File: config.mk
export PLATFORM = sky130hd
export DESIGN_NAME = trah_terminal
export DESIGN_NICKNAME = d
export VERILOG_FILES = /design/src/rtl/trah_reg_file.v /design/src/rtl/trah_terminal.v
export VERILOG_INCLUDE_DIRS = /design/src /design/src/rtl
export SDC_FILE = /design/constraint.sdc
export NUM_CORES = 1
export LEC_CHECK = 0
export BUFFER_PORTS_ARGS = -buffer_cell sky130_fd_sc_hd__buf_2
export CAP_MARGIN = 10
export CORE_UTILIZATION = 60
export DETAILED_ROUTE_END_ITERATION = 16
export GPL_TIMING_DRIVEN = 1
export PLACE_DENSITY = 0.8
export SETUP_SLACK_MARGIN = 0.3
export SLEW_MARGIN = 30
export SYNTH_ARGS = -nofsm -noshare
export SYNTH_HDL_FRONTEND = slang
export SYNTH_HIERARCHICAL = 1
export SYNTH_SLANG_ARGS = --single-unit
File: constraint.sdc
create_clock -name clk -period 3.1 [get_ports clk]
set_input_delay 0.62 -clock clk [delete_from_list [all_inputs] [get_ports clk]]
set_output_delay 0.62 -clock clk [all_outputs]
set_load 0.05 [all_outputs]
File: src/rtl/trah_defs.vh
// Operation
// - Command bit 7 set marks a register access, not process data.
// - Command bit 6 selects direction: one writes, zero reads.
// - Command bits 5..0 carry the six-bit register number.
// - Write is acknowledged with the command byte, bit 6 cleared.
// - Read is acknowledged with the unchanged command byte.
// - Read returns the addressed register contents in the input word.
// - Host output word is ignored during a read.
// - Write stores the host output word into the addressed register.
// - Byte 0 command or reply, byte 1 data high, byte 2 data low.
// - Writing zero to register 31 re-enables write protection.
// - Register 32 holds the type-specific feature bits.
// - Protection lifts only while register 31 holds 0x1235.
// - Without the code word, registers other than 31 reject writes.
// - Changed values reach terminal behaviour only after a restart; the code word in register 31 applies from the next cycle.
// - Command or reply byte at lowest channel address, data follows.
`ifndef TRAH_DEFS_VH
`define TRAH_DEFS_VH

// ----------------------------------------
// Control byte fields
// ----------------------------------------
`define TRAH_CB_REGACC     7
`define TRAH_CB_WRITE      6
`define TRAH_CB_NUM_HI     5
`define TRAH_CB_NUM_LO     0

// ----------------------------------------
// Register numbers and values
// ----------------------------------------
`define TRAH_REG_UNLOCK    6'h1F
`define TRAH_REG_FEATURE   6'h20
`define TRAH_UNLOCK_CODE   16'h1235
`define TRAH_UNLOCK_RST    16'h0000
`define TRAH_FEATURE_RST   16'h0000
`define TRAH_NUM_REGS      64

`endif

File: src/rtl/trah_reg_file.v
`timescale 1ns/100ps
module trah_reg_file (
  input  wire        clk,
  input  wire        rst_n,
  input  wire        wr_en,
  input  wire [5:0]  wr_num,
  input  wire [15:0] wr_data,
  input  wire [5:0]  rd_num,
  output reg  [15:0] rd_data,
  output reg         unlocked,
  output reg  [15:0] feature_cur
);
`include "trah_defs.vh"

  reg [15:0] mem [0:`TRAH_NUM_REGS-1];
  reg [15:0] unlock_ff;
  reg [15:0] feature_ff;

  // ----------------------------------------
  // General user registers
  // ----------------------------------------
  // Plain storage, no reset needed
  always @(posedge clk) begin
    if (wr_en) begin
      mem[wr_num] <= wr_data;
    end
  end

  // ----------------------------------------
  // Code word and feature registers
  // ----------------------------------------
  // Code word relocks at every restart
  always @(posedge clk or negedge rst_n) begin
    if (!rst_n) begin
      unlock_ff <= `TRAH_UNLOCK_RST;
    end else if (wr_en && wr_num == `TRAH_REG_UNLOCK) begin
      unlock_ff <= wr_data;
    end
  end

  // Feature word survives restarts, like stored settings
  always @(posedge clk) begin
    if (wr_en && wr_num == `TRAH_REG_FEATURE) begin
      feature_ff <= wr_data;
    end
  end

  // Read mux and protection state
  always @* begin
    if (rd_num == `TRAH_REG_UNLOCK) begin
      rd_data = unlock_ff;
    end else if (rd_num == `TRAH_REG_FEATURE) begin
      rd_data = feature_ff;
    end else begin
      rd_data = mem[rd_num];
    end
    unlocked    = (unlock_ff == `TRAH_UNLOCK_CODE);
    feature_cur = feature_ff;
  end

endmodule

File: src/rtl/trah_terminal.v
`timescale 1ns/100ps
module trah_terminal (
  input  wire        clk,
  input  wire        rst_n,
  input  wire        cycle_strobe,
  input  wire [7:0]  out_byte0,
  input  wire [7:0]  out_byte1,
  input  wire [7:0]  out_byte2,
  output reg  [7:0]  in_byte0,
  output reg  [7:0]  in_byte1,
  output reg  [7:0]  in_byte2,
  output reg         pd_valid,
  output reg  [7:0]  pd_ctrl,
  output reg  [15:0] pd_out_word,
  input  wire [7:0]  pd_status,
  input  wire [15:0] pd_in_word,
  output reg  [15:0] feature_active
);
`include "trah_defs.vh"

  // ----------------------------------------
  // Reset release
  // ----------------------------------------
  reg        rst_s1_ff;
  reg        rst_s2_ff;
  wire       rst_int_n;

  // Two-stage reset release
  always @(posedge clk or negedge rst_n) begin
    if (!rst_n) begin
      rst_s1_ff <= 1'b0;
      rst_s2_ff <= 1'b0;
    end else begin
      rst_s1_ff <= 1'b1;
      rst_s2_ff <= rst_s1_ff;
    end
  end
  assign rst_int_n = rst_s2_ff;

  // First cycle after internal release marker
  reg        rst_done_ff;
  always @(posedge clk or negedge rst_int_n) begin
    if (!rst_int_n) begin
      rst_done_ff <= 1'b0;
    end else begin
      rst_done_ff <= 1'b1;
    end
  end

  // ----------------------------------------
  // Decode helpers
  // ----------------------------------------
  // Register access requested by a command byte
  function trah_is_reg;
    input [7:0] cb;
    begin
      trah_is_reg = cb[`TRAH_CB_REGACC];
    end
  endfunction

  // Register access in write direction
  function trah_is_write;
    input [7:0] cb;
    begin
      trah_is_write = cb[`TRAH_CB_REGACC] & cb[`TRAH_CB_WRITE];
    end
  endfunction

  // Receipt byte, direction bit always cleared
  function [7:0] trah_receipt;
    input [7:0] cb;
    begin
      trah_receipt                 = cb;
      trah_receipt[`TRAH_CB_WRITE] = 1'b0;
    end
  endfunction

  // Six-bit register number field
  function [5:0] trah_reg_num;
    input [7:0] cb;
    begin
      trah_reg_num = cb[`TRAH_CB_NUM_HI:`TRAH_CB_NUM_LO];
    end
  endfunction

  // Code word register always open, the rest need the code
  function trah_may_write;
    input [5:0] num;
    input       code_ok;
    begin
      trah_may_write = (num == `TRAH_REG_UNLOCK) || code_ok;
    end
  endfunction

  // Upper byte of a data word
  function [7:0] trah_hi;
    input [15:0] w;
    begin
      trah_hi = w[15:8];
    end
  endfunction

  // Lower byte of a data word
  function [7:0] trah_lo;
    input [15:0] w;
    begin
      trah_lo = w[7:0];
    end
  endfunction

  // ----------------------------------------
  // Command decode
  // ----------------------------------------
  wire [7:0]  cmd             = out_byte0;
  wire [15:0] host_write_word = {out_byte1, out_byte2};
  wire        is_reg          = trah_is_reg(cmd);
  wire        is_write        = trah_is_write(cmd);
  wire [5:0]  reg_num         = trah_reg_num(cmd);
  wire        take_reg        = cycle_strobe & is_reg;
  wire        take_pd         = cycle_strobe & ~is_reg;
  wire [15:0] rd_data;
  wire        unlocked;
  wire [15:0] feature_cur;
  reg         wr_en;

  // Write gating by protection
  always @* begin
    wr_en = 1'b0;
    if (take_reg && is_write) begin
      if (trah_may_write(reg_num, unlocked)) begin
        wr_en = 1'b1;
      end
    end
  end

  trah_reg_file u_regs (
    .clk         (clk),
    .rst_n       (rst_int_n),
    .wr_en       (wr_en),
    .wr_num      (reg_num),
    .wr_data     (host_write_word),
    .rd_num      (reg_num),
    .rd_data     (rd_data),
    .unlocked    (unlocked),
    .feature_cur (feature_cur)
  );

  // ----------------------------------------
  // Reply and process data next values
  // ----------------------------------------
  reg [7:0]  nxt_in_byte0;
  reg [7:0]  nxt_in_byte1;
  reg [7:0]  nxt_in_byte2;
  reg        nxt_pd_valid;
  reg [7:0]  nxt_pd_ctrl;
  reg [15:0] nxt_pd_out_word;

  // Reply held until the next exchange cycle
  always @* begin
    nxt_in_byte0    = in_byte0;
    nxt_in_byte1    = in_byte1;
    nxt_in_byte2    = in_byte2;
    nxt_pd_valid    = 1'b0;
    nxt_pd_ctrl     = pd_ctrl;
    nxt_pd_out_word = pd_out_word;
    if (take_reg) begin
      nxt_in_byte0 = trah_receipt(cmd);
      if (is_write) begin
        nxt_in_byte1 = 8'h00;
        nxt_in_byte2 = 8'h00;
      end else begin
        nxt_in_byte1 = trah_hi(rd_data);
        nxt_in_byte2 = trah_lo(rd_data);
      end
    end else if (take_pd) begin
      nxt_pd_valid    = 1'b1;
      nxt_pd_ctrl     = cmd;
      nxt_pd_out_word = host_write_word;
      nxt_in_byte0    = pd_status;
      nxt_in_byte1    = trah_hi(pd_in_word);
      nxt_in_byte2    = trah_lo(pd_in_word);
    end
  end

  // ----------------------------------------
  // Output registers
  // ----------------------------------------
  // Reply bytes seen by the host
  always @(posedge clk or negedge rst_int_n) begin
    if (!rst_int_n) begin
      in_byte0 <= 8'h00;
      in_byte1 <= 8'h00;
      in_byte2 <= 8'h00;
    end else begin
      in_byte0 <= nxt_in_byte0;
      in_byte1 <= nxt_in_byte1;
      in_byte2 <= nxt_in_byte2;
    end
  end

  // Process data handed to the application
  always @(posedge clk or negedge rst_int_n) begin
    if (!rst_int_n) begin
      pd_valid    <= 1'b0;
      pd_ctrl     <= 8'h00;
      pd_out_word <= 16'h0000;
    end else begin
      pd_valid    <= nxt_pd_valid;
      pd_ctrl     <= nxt_pd_ctrl;
      pd_out_word <= nxt_pd_out_word;
    end
  end

  // ----------------------------------------
  // Restart behaviour
  // ----------------------------------------
  // Feature bits latched only at restart
  always @(posedge clk or negedge rst_int_n) begin
    if (!rst_int_n) begin
      feature_active <= `TRAH_FEATURE_RST;
    end else if (!rst_done_ff) begin
      feature_active <= feature_cur;
    end
  end

endmodule

Word level (Yosys, flattened, before mapping)
Memories as Yosys holds them, arrays and structs flattened.
Index checks and enable logic that the tools add are counted.
{"block": "totals", "ff_bits": 100, "ram_bits": 1024, "in_bits": 51, "out_inout_bits": 65, "wordCells": 43, "n_memories": 1}
{"memory": "u_regs.mem", "depth": 64, "word_bits": 16, "rd": 1, "rd_ports_with_merged_regs": 0, "wr": 1, "line": "trah_reg_file.v:15", "rtl": "reg [15:0] mem [0:`TRAH_NUM_REGS-1];"}
{"block": "classes", "n_eq_ne": 3, "muxes": 16, "bitwise_logic": 5, "reduce_logical": 6}
{"op": "8-bit two-way mux", "count": 8}
{"op": "16-bit two-way mux", "count": 2}
{"op": "16-bit by 13-bit equality test with 1-bit output (second input constant)", "count": 1}
{"op": "6-bit by 5-bit equality test with 1-bit output (second input constant)", "count": 1}
{"op": "6-bit equality test (second input constant)", "count": 1}
{"op": "1-bit two-way mux", "count": 6}
{"op": "1-bit AND", "count": 3}
{"op": "1-bit logical AND", "count": 3}
{"op": "1-bit NOT", "count": 2}
{"op": "2-bit AND reduction", "count": 1}
{"op": "2-bit nonzero test", "count": 1}
{"op": "1-bit logical OR", "count": 1}

Longest topological paths before layout
{"block": "depth", "ltp_word": 6, "depth_mapped": 14, "depth_no_buf": 9}

Hierarchy
Netlist, hierarchy kept.
{"mod": "trah_reg_file", "n_inst": 1, "cells_per_inst": 1878, "area_per_inst_um2": 40839.2}
{"mod": "trah_terminal", "n_inst": 1, "cells_per_inst": 219, "area_per_inst_um2": 2866.5}

Worst setup path before layout
No wires, ideal clock.
{"block": "synth_timing", "path_type": "input port to flip-flop", "start": "input out_byte0[7]", "end": "memory u_regs.mem[48][0], enable pin", "t_arrival_ns": 2.742, "required_time_ns": 2.691, "slack_ns": -0.051, "path_stages": 6, "path_buffers": 2, "cell_sequence": "buf_2 -> clkbuf_1 -> nand3_1 -> nor2_1 -> nand4b_1 -> nor3_1"}
{"block": "synth_between", "elab_chain_len": 5, "word_cells_on_any_way": 6}
{"item": "from (decl)", "line": "trah_terminal.v:6", "rtl": "input wire [7:0] out_byte0,"}
{"item": "1-bit AND (on tied branches)", "line": "trah_terminal.v:119, trah_terminal.v:65"}
{"item": "1-bit logical AND *", "line": "trah_terminal.v:129", "rtl": "if (take_reg && is_write) begin"}
{"item": "1-bit two-way mux *", "line": "trah_terminal.v:129"}
{"item": "named net wr_en", "line": "trah_terminal.v:124", "rtl": "reg wr_en;"}
{"item": "1-bit two-way mux *", "line": "trah_reg_file.v:24", "rtl": "if (wr_en) begin"}
{"item": "1-bit two-way mux (not written as such) *", "line": "trah_reg_file.v:25", "rtl": "mem[wr_num] <= wr_data;"}
{"item": "to (decl)", "line": "trah_reg_file.v:15"}
The timed path passes the listed nets; every way through them passes the cells marked *.

Worst setup path after layout
{"block": "layout_timing", "start": "register u_regs.unlock_ff[3]", "end": "memory u_regs.mem[55][3], enable pin"}
{"block": "layout_between", "elab_chain_len": 6}
{"item": "from (decl)", "line": "trah_reg_file.v:16", "rtl": "reg [15:0] unlock_ff;"}
{"item": "from (signal assigned)", "line": "trah_reg_file.v:35", "rtl": "unlock_ff <= `TRAH_UNLOCK_RST;"}
{"item": "from (signal assigned)", "line": "trah_reg_file.v:37", "rtl": "unlock_ff <= wr_data;"}
{"item": "16-bit by 13-bit equality test with 1-bit output (no source line)"}
{"item": "named net unlocked", "line": "trah_terminal.v:122", "rtl": "wire unlocked;"}
{"item": "1-bit logical OR", "line": "trah_terminal.v:91", "rtl": "trah_may_write = (num == `TRAH_REG_UNLOCK) || code_ok;"}
{"item": "1-bit two-way mux", "line": "trah_terminal.v:130", "rtl": "if (trah_may_write(reg_num, unlocked)) begin"}
{"item": "1-bit two-way mux", "line": "trah_terminal.v:129"}
{"item": "named net wr_en", "line": "trah_terminal.v:124"}
{"item": "1-bit two-way mux", "line": "trah_reg_file.v:24"}
{"item": "1-bit two-way mux (not written as such)", "line": "trah_reg_file.v:25"}
The timed path passes the listed nets, and every way through them passes these cells.

==> results.toml <==
[setup_path]
crit_type = "flop to flop"
crit_start = "u_regs/unlock_ff[3]"
required_ps = 3480
r2r_setup_slack_ps = 310
worstReg2RegEnd = "u_regs/mem[55][3]"
rr_startpoint = "u_regs/unlock_ff[3]"
crit_fanout = 15
endpoint_kind = "flop"
arrival_ps = 3160
crit_end = "u_regs/mem[55][3]"
worstSetupStartpointType = "flop"
reg2reg_depth = 8

[pwr]
powerDensity_nw_per_um2 = 607
total_power_w = 0.0312
ir_drop_uv = 697
leakagePower_nw = 17.4

[clocking]
h-tree-depth = 3
path_clk_slew_ps = 60
clk-insertion-delay-late_ps = 680
clock-sinks = 1124
cts_root_buf = "clkbuf_16"
clk_path_buf_depth = 3
tritoncts = "built"
cts_made_buffers = 105

[floorplan]
die-area_um2 = 73900
die_x_um = 272
top_level_ports = 116
rows = 98
core-area_um2 = 71700
start_util_pct = 60.9
die_y_um = 272

[global_routing]
grt_pass1_wl_um = 163000
gr-total-overflow = 0
antenna_found_initial = 5
grt_pass1_vias = 23783
grt_start_max_net_pins = 68
grt_usage_pct = 30.9

[sta]
worst_slack_ps = 312
finClkSkew_ps = 21.6
finalHoldViolCount = 0
max_freq_ghz = 0.359
slew_violations = 0
max_slew.worst_pin.slew_ps = 1030
rsz0062_at_grt = "no"
min_period_ps = 2790
min_period_over_period_pct = 89.9
max-slew-margin-rel_pct = 31.5
setup_viol = 0
hold-worst-slack_ps = 178

[outcome]
outcome = "finished clean"

[route]
drt_iter0_drc = 3296
viasPerCell = 6.73
drtPass1Iterations = 6
drc = 0
wl_per_cell_um = 31.8
dr_total_vias = 23757
drt_wl_total_um = 112000
drtAntennaViolNets = 0

[min_path]
min_path_type = "input pin to flop"

[synth]
syn_area_um2 = 43700
yosysTopAreaCell = "edfxtp_1"
ys_async_sr_fraction_pct = 7.47
synth_seq_cells = 1124
ys_warn_count = 6
synth_area_leaders = "edfxtp_1 (71%), mux4_2 (12%), dfrtp_1 (4.8%)"
synth-main-ff-cell = "edfxtp_1"
ys_seq_area_share_pct = 76.3
synth-edff-count = 1040
syn_avg_cell_area_um2 = 20.8
ys_types = 50
synthCells = 2097
synth_top_area_share_pct = 71.5

[layout]
design_area_um2 = 51400
nets = 2542
n_fill_cell = 3943
area_growth_pct = 17.6
most-common-layout-cells = "edfxtp_1 (1040), mux4_2 (231), buf_4 (194)"
drive_above_1_share_pct = 32.9
layout_commonest_cell = "edfxtp_1"

[run]
cap_violations = 0

[placed_design]
gp_congestion = 0.956
hpwlAfterDp_um = 68900
port_buffers = 115
place_ws_ps = -220
dpl-instance-area_um2 = 48100
## worst max-delay path, stage by stage (launching register included)
cell and delay, ps:
dfrtp_1 420, nor4b_1 370, and4_1 300, a31oi_1 60
nor2_2 260, buf_4 220, nand4_1 280, nor2_1 350
buf_12 210
## cell families after synthesis
family	count (synthesis)	synth area share, %
mux	422	16.6
simple gates	233	2.51
other cells	1	0.00858
compound gates	180	2.87
buf+inv	137	1.75
flops	1124	76.3
## registers in the layout, indices dropped and copies added, names as in the netlist
signal              count
in_byte2                8
in_byte0                8
u_regs/feature_cur     16
rst_s1_ff               1
rst_done_ff             1
pd_ctrl                 8
u_regs/mem           1024
pd_out_word            16
in_byte1                8
rst_int_n               1
pd_valid                1
feature_active         16
u_regs/unlock_ff       16
## routing by layer
metal	global-route usage, %	routed length [µm]	vias up
met4	12.9	5500	6
met1	42.0	40100	12211
met3	6.71	12800	348
met2	49.4	53800	1739
met5	0	35	-
li1	-	-	9453
## timing repair
| action | 4_1_cts | 5_1_grt |
|---|---|---|
| setup endpoints to repair | 130 | 794 |
| hold buffers | 1 | 0 |
| setup buffers | 0 | 1 |
| cloned | 0 | 0 |
| hold endpoints to repair | 2 | 0 |
| pin swaps | 0 | 1 |
| gates resized for setup | 3 | 6 |
## metrics by stage
step / TNS [ps] / cells / utilization [%]
after floorplan: 0 / 2098 / -
after global placement: -414 / 3331 / 67.1
after detailed placement: -664 / 3332 / 67.1
after CTS: 0 / 3527 / 71.6
after global routing: 0 / 3528 / 71.6
final: 0 / 3529 / 71.6
## report_power, final
| group | internal [W] | switching [W] |
|---|---|---|
| Combinational | 0.000823 | 0.00145 |
| Sequential | 0.0167 | 0.0000730 |
| Clock | 0.00672 | 0.00547 |
## synthesized netlist by cell type (9+ instances only)
cell type  count
a211oi_1      11
a21oi_1       30
a22oi_1       20
buf_2         34
buf_4         22
buf_6         15
clkbuf_1      41
dfrtp_1       84
edfxtp_1    1040
inv_1         20
mux2_2        42
mux2_4        17
mux2i_1      132
mux4_2       231
nand2_1       57
nand3_1       14
nor2_1        97
nor2b_1       13
nor4_1        11
o21a_1        16
o21ai_0        9
o221ai_1      25
o22ai_1       43
## area by class of cell
class / instances / area [µm²] / area share [%]
clock inverters: 51 / 415 / 0.808
flip-flops and latches: 1124 / 33300 / 64.9
diodes: 1 / 2.50 / 0.00487
repair buffers: 402 / 3900 / 7.59
multi-input cells: 837 / 9670 / 18.8
inverters: 21 / 80.1 / 0.156
clock buffers: 143 / 2790 / 5.43
well taps: 950 / 1190 / 2.31
## worst min path at each step
stage / endpoint / depth (start not counted) / from / slack [ps]
6_report: in_byte0[7] / 3 / pd_status[7] / 180
5_1_grt: in_byte0[7] / 3 / pd_status[7] / 180
4_1_cts: in_byte0[7] / 3 / pd_status[7] / 160
3_5_place_dp: pd_out_word[0] / 0 / rst_int_n / 290
3_3_place_gp: rst_int_n / 0 / rst_s1_ff / 340
2_1_floorplan: rst_int_n / 0 / rst_n / 320
No activity file was read; power rests on OpenSTA's default activity.
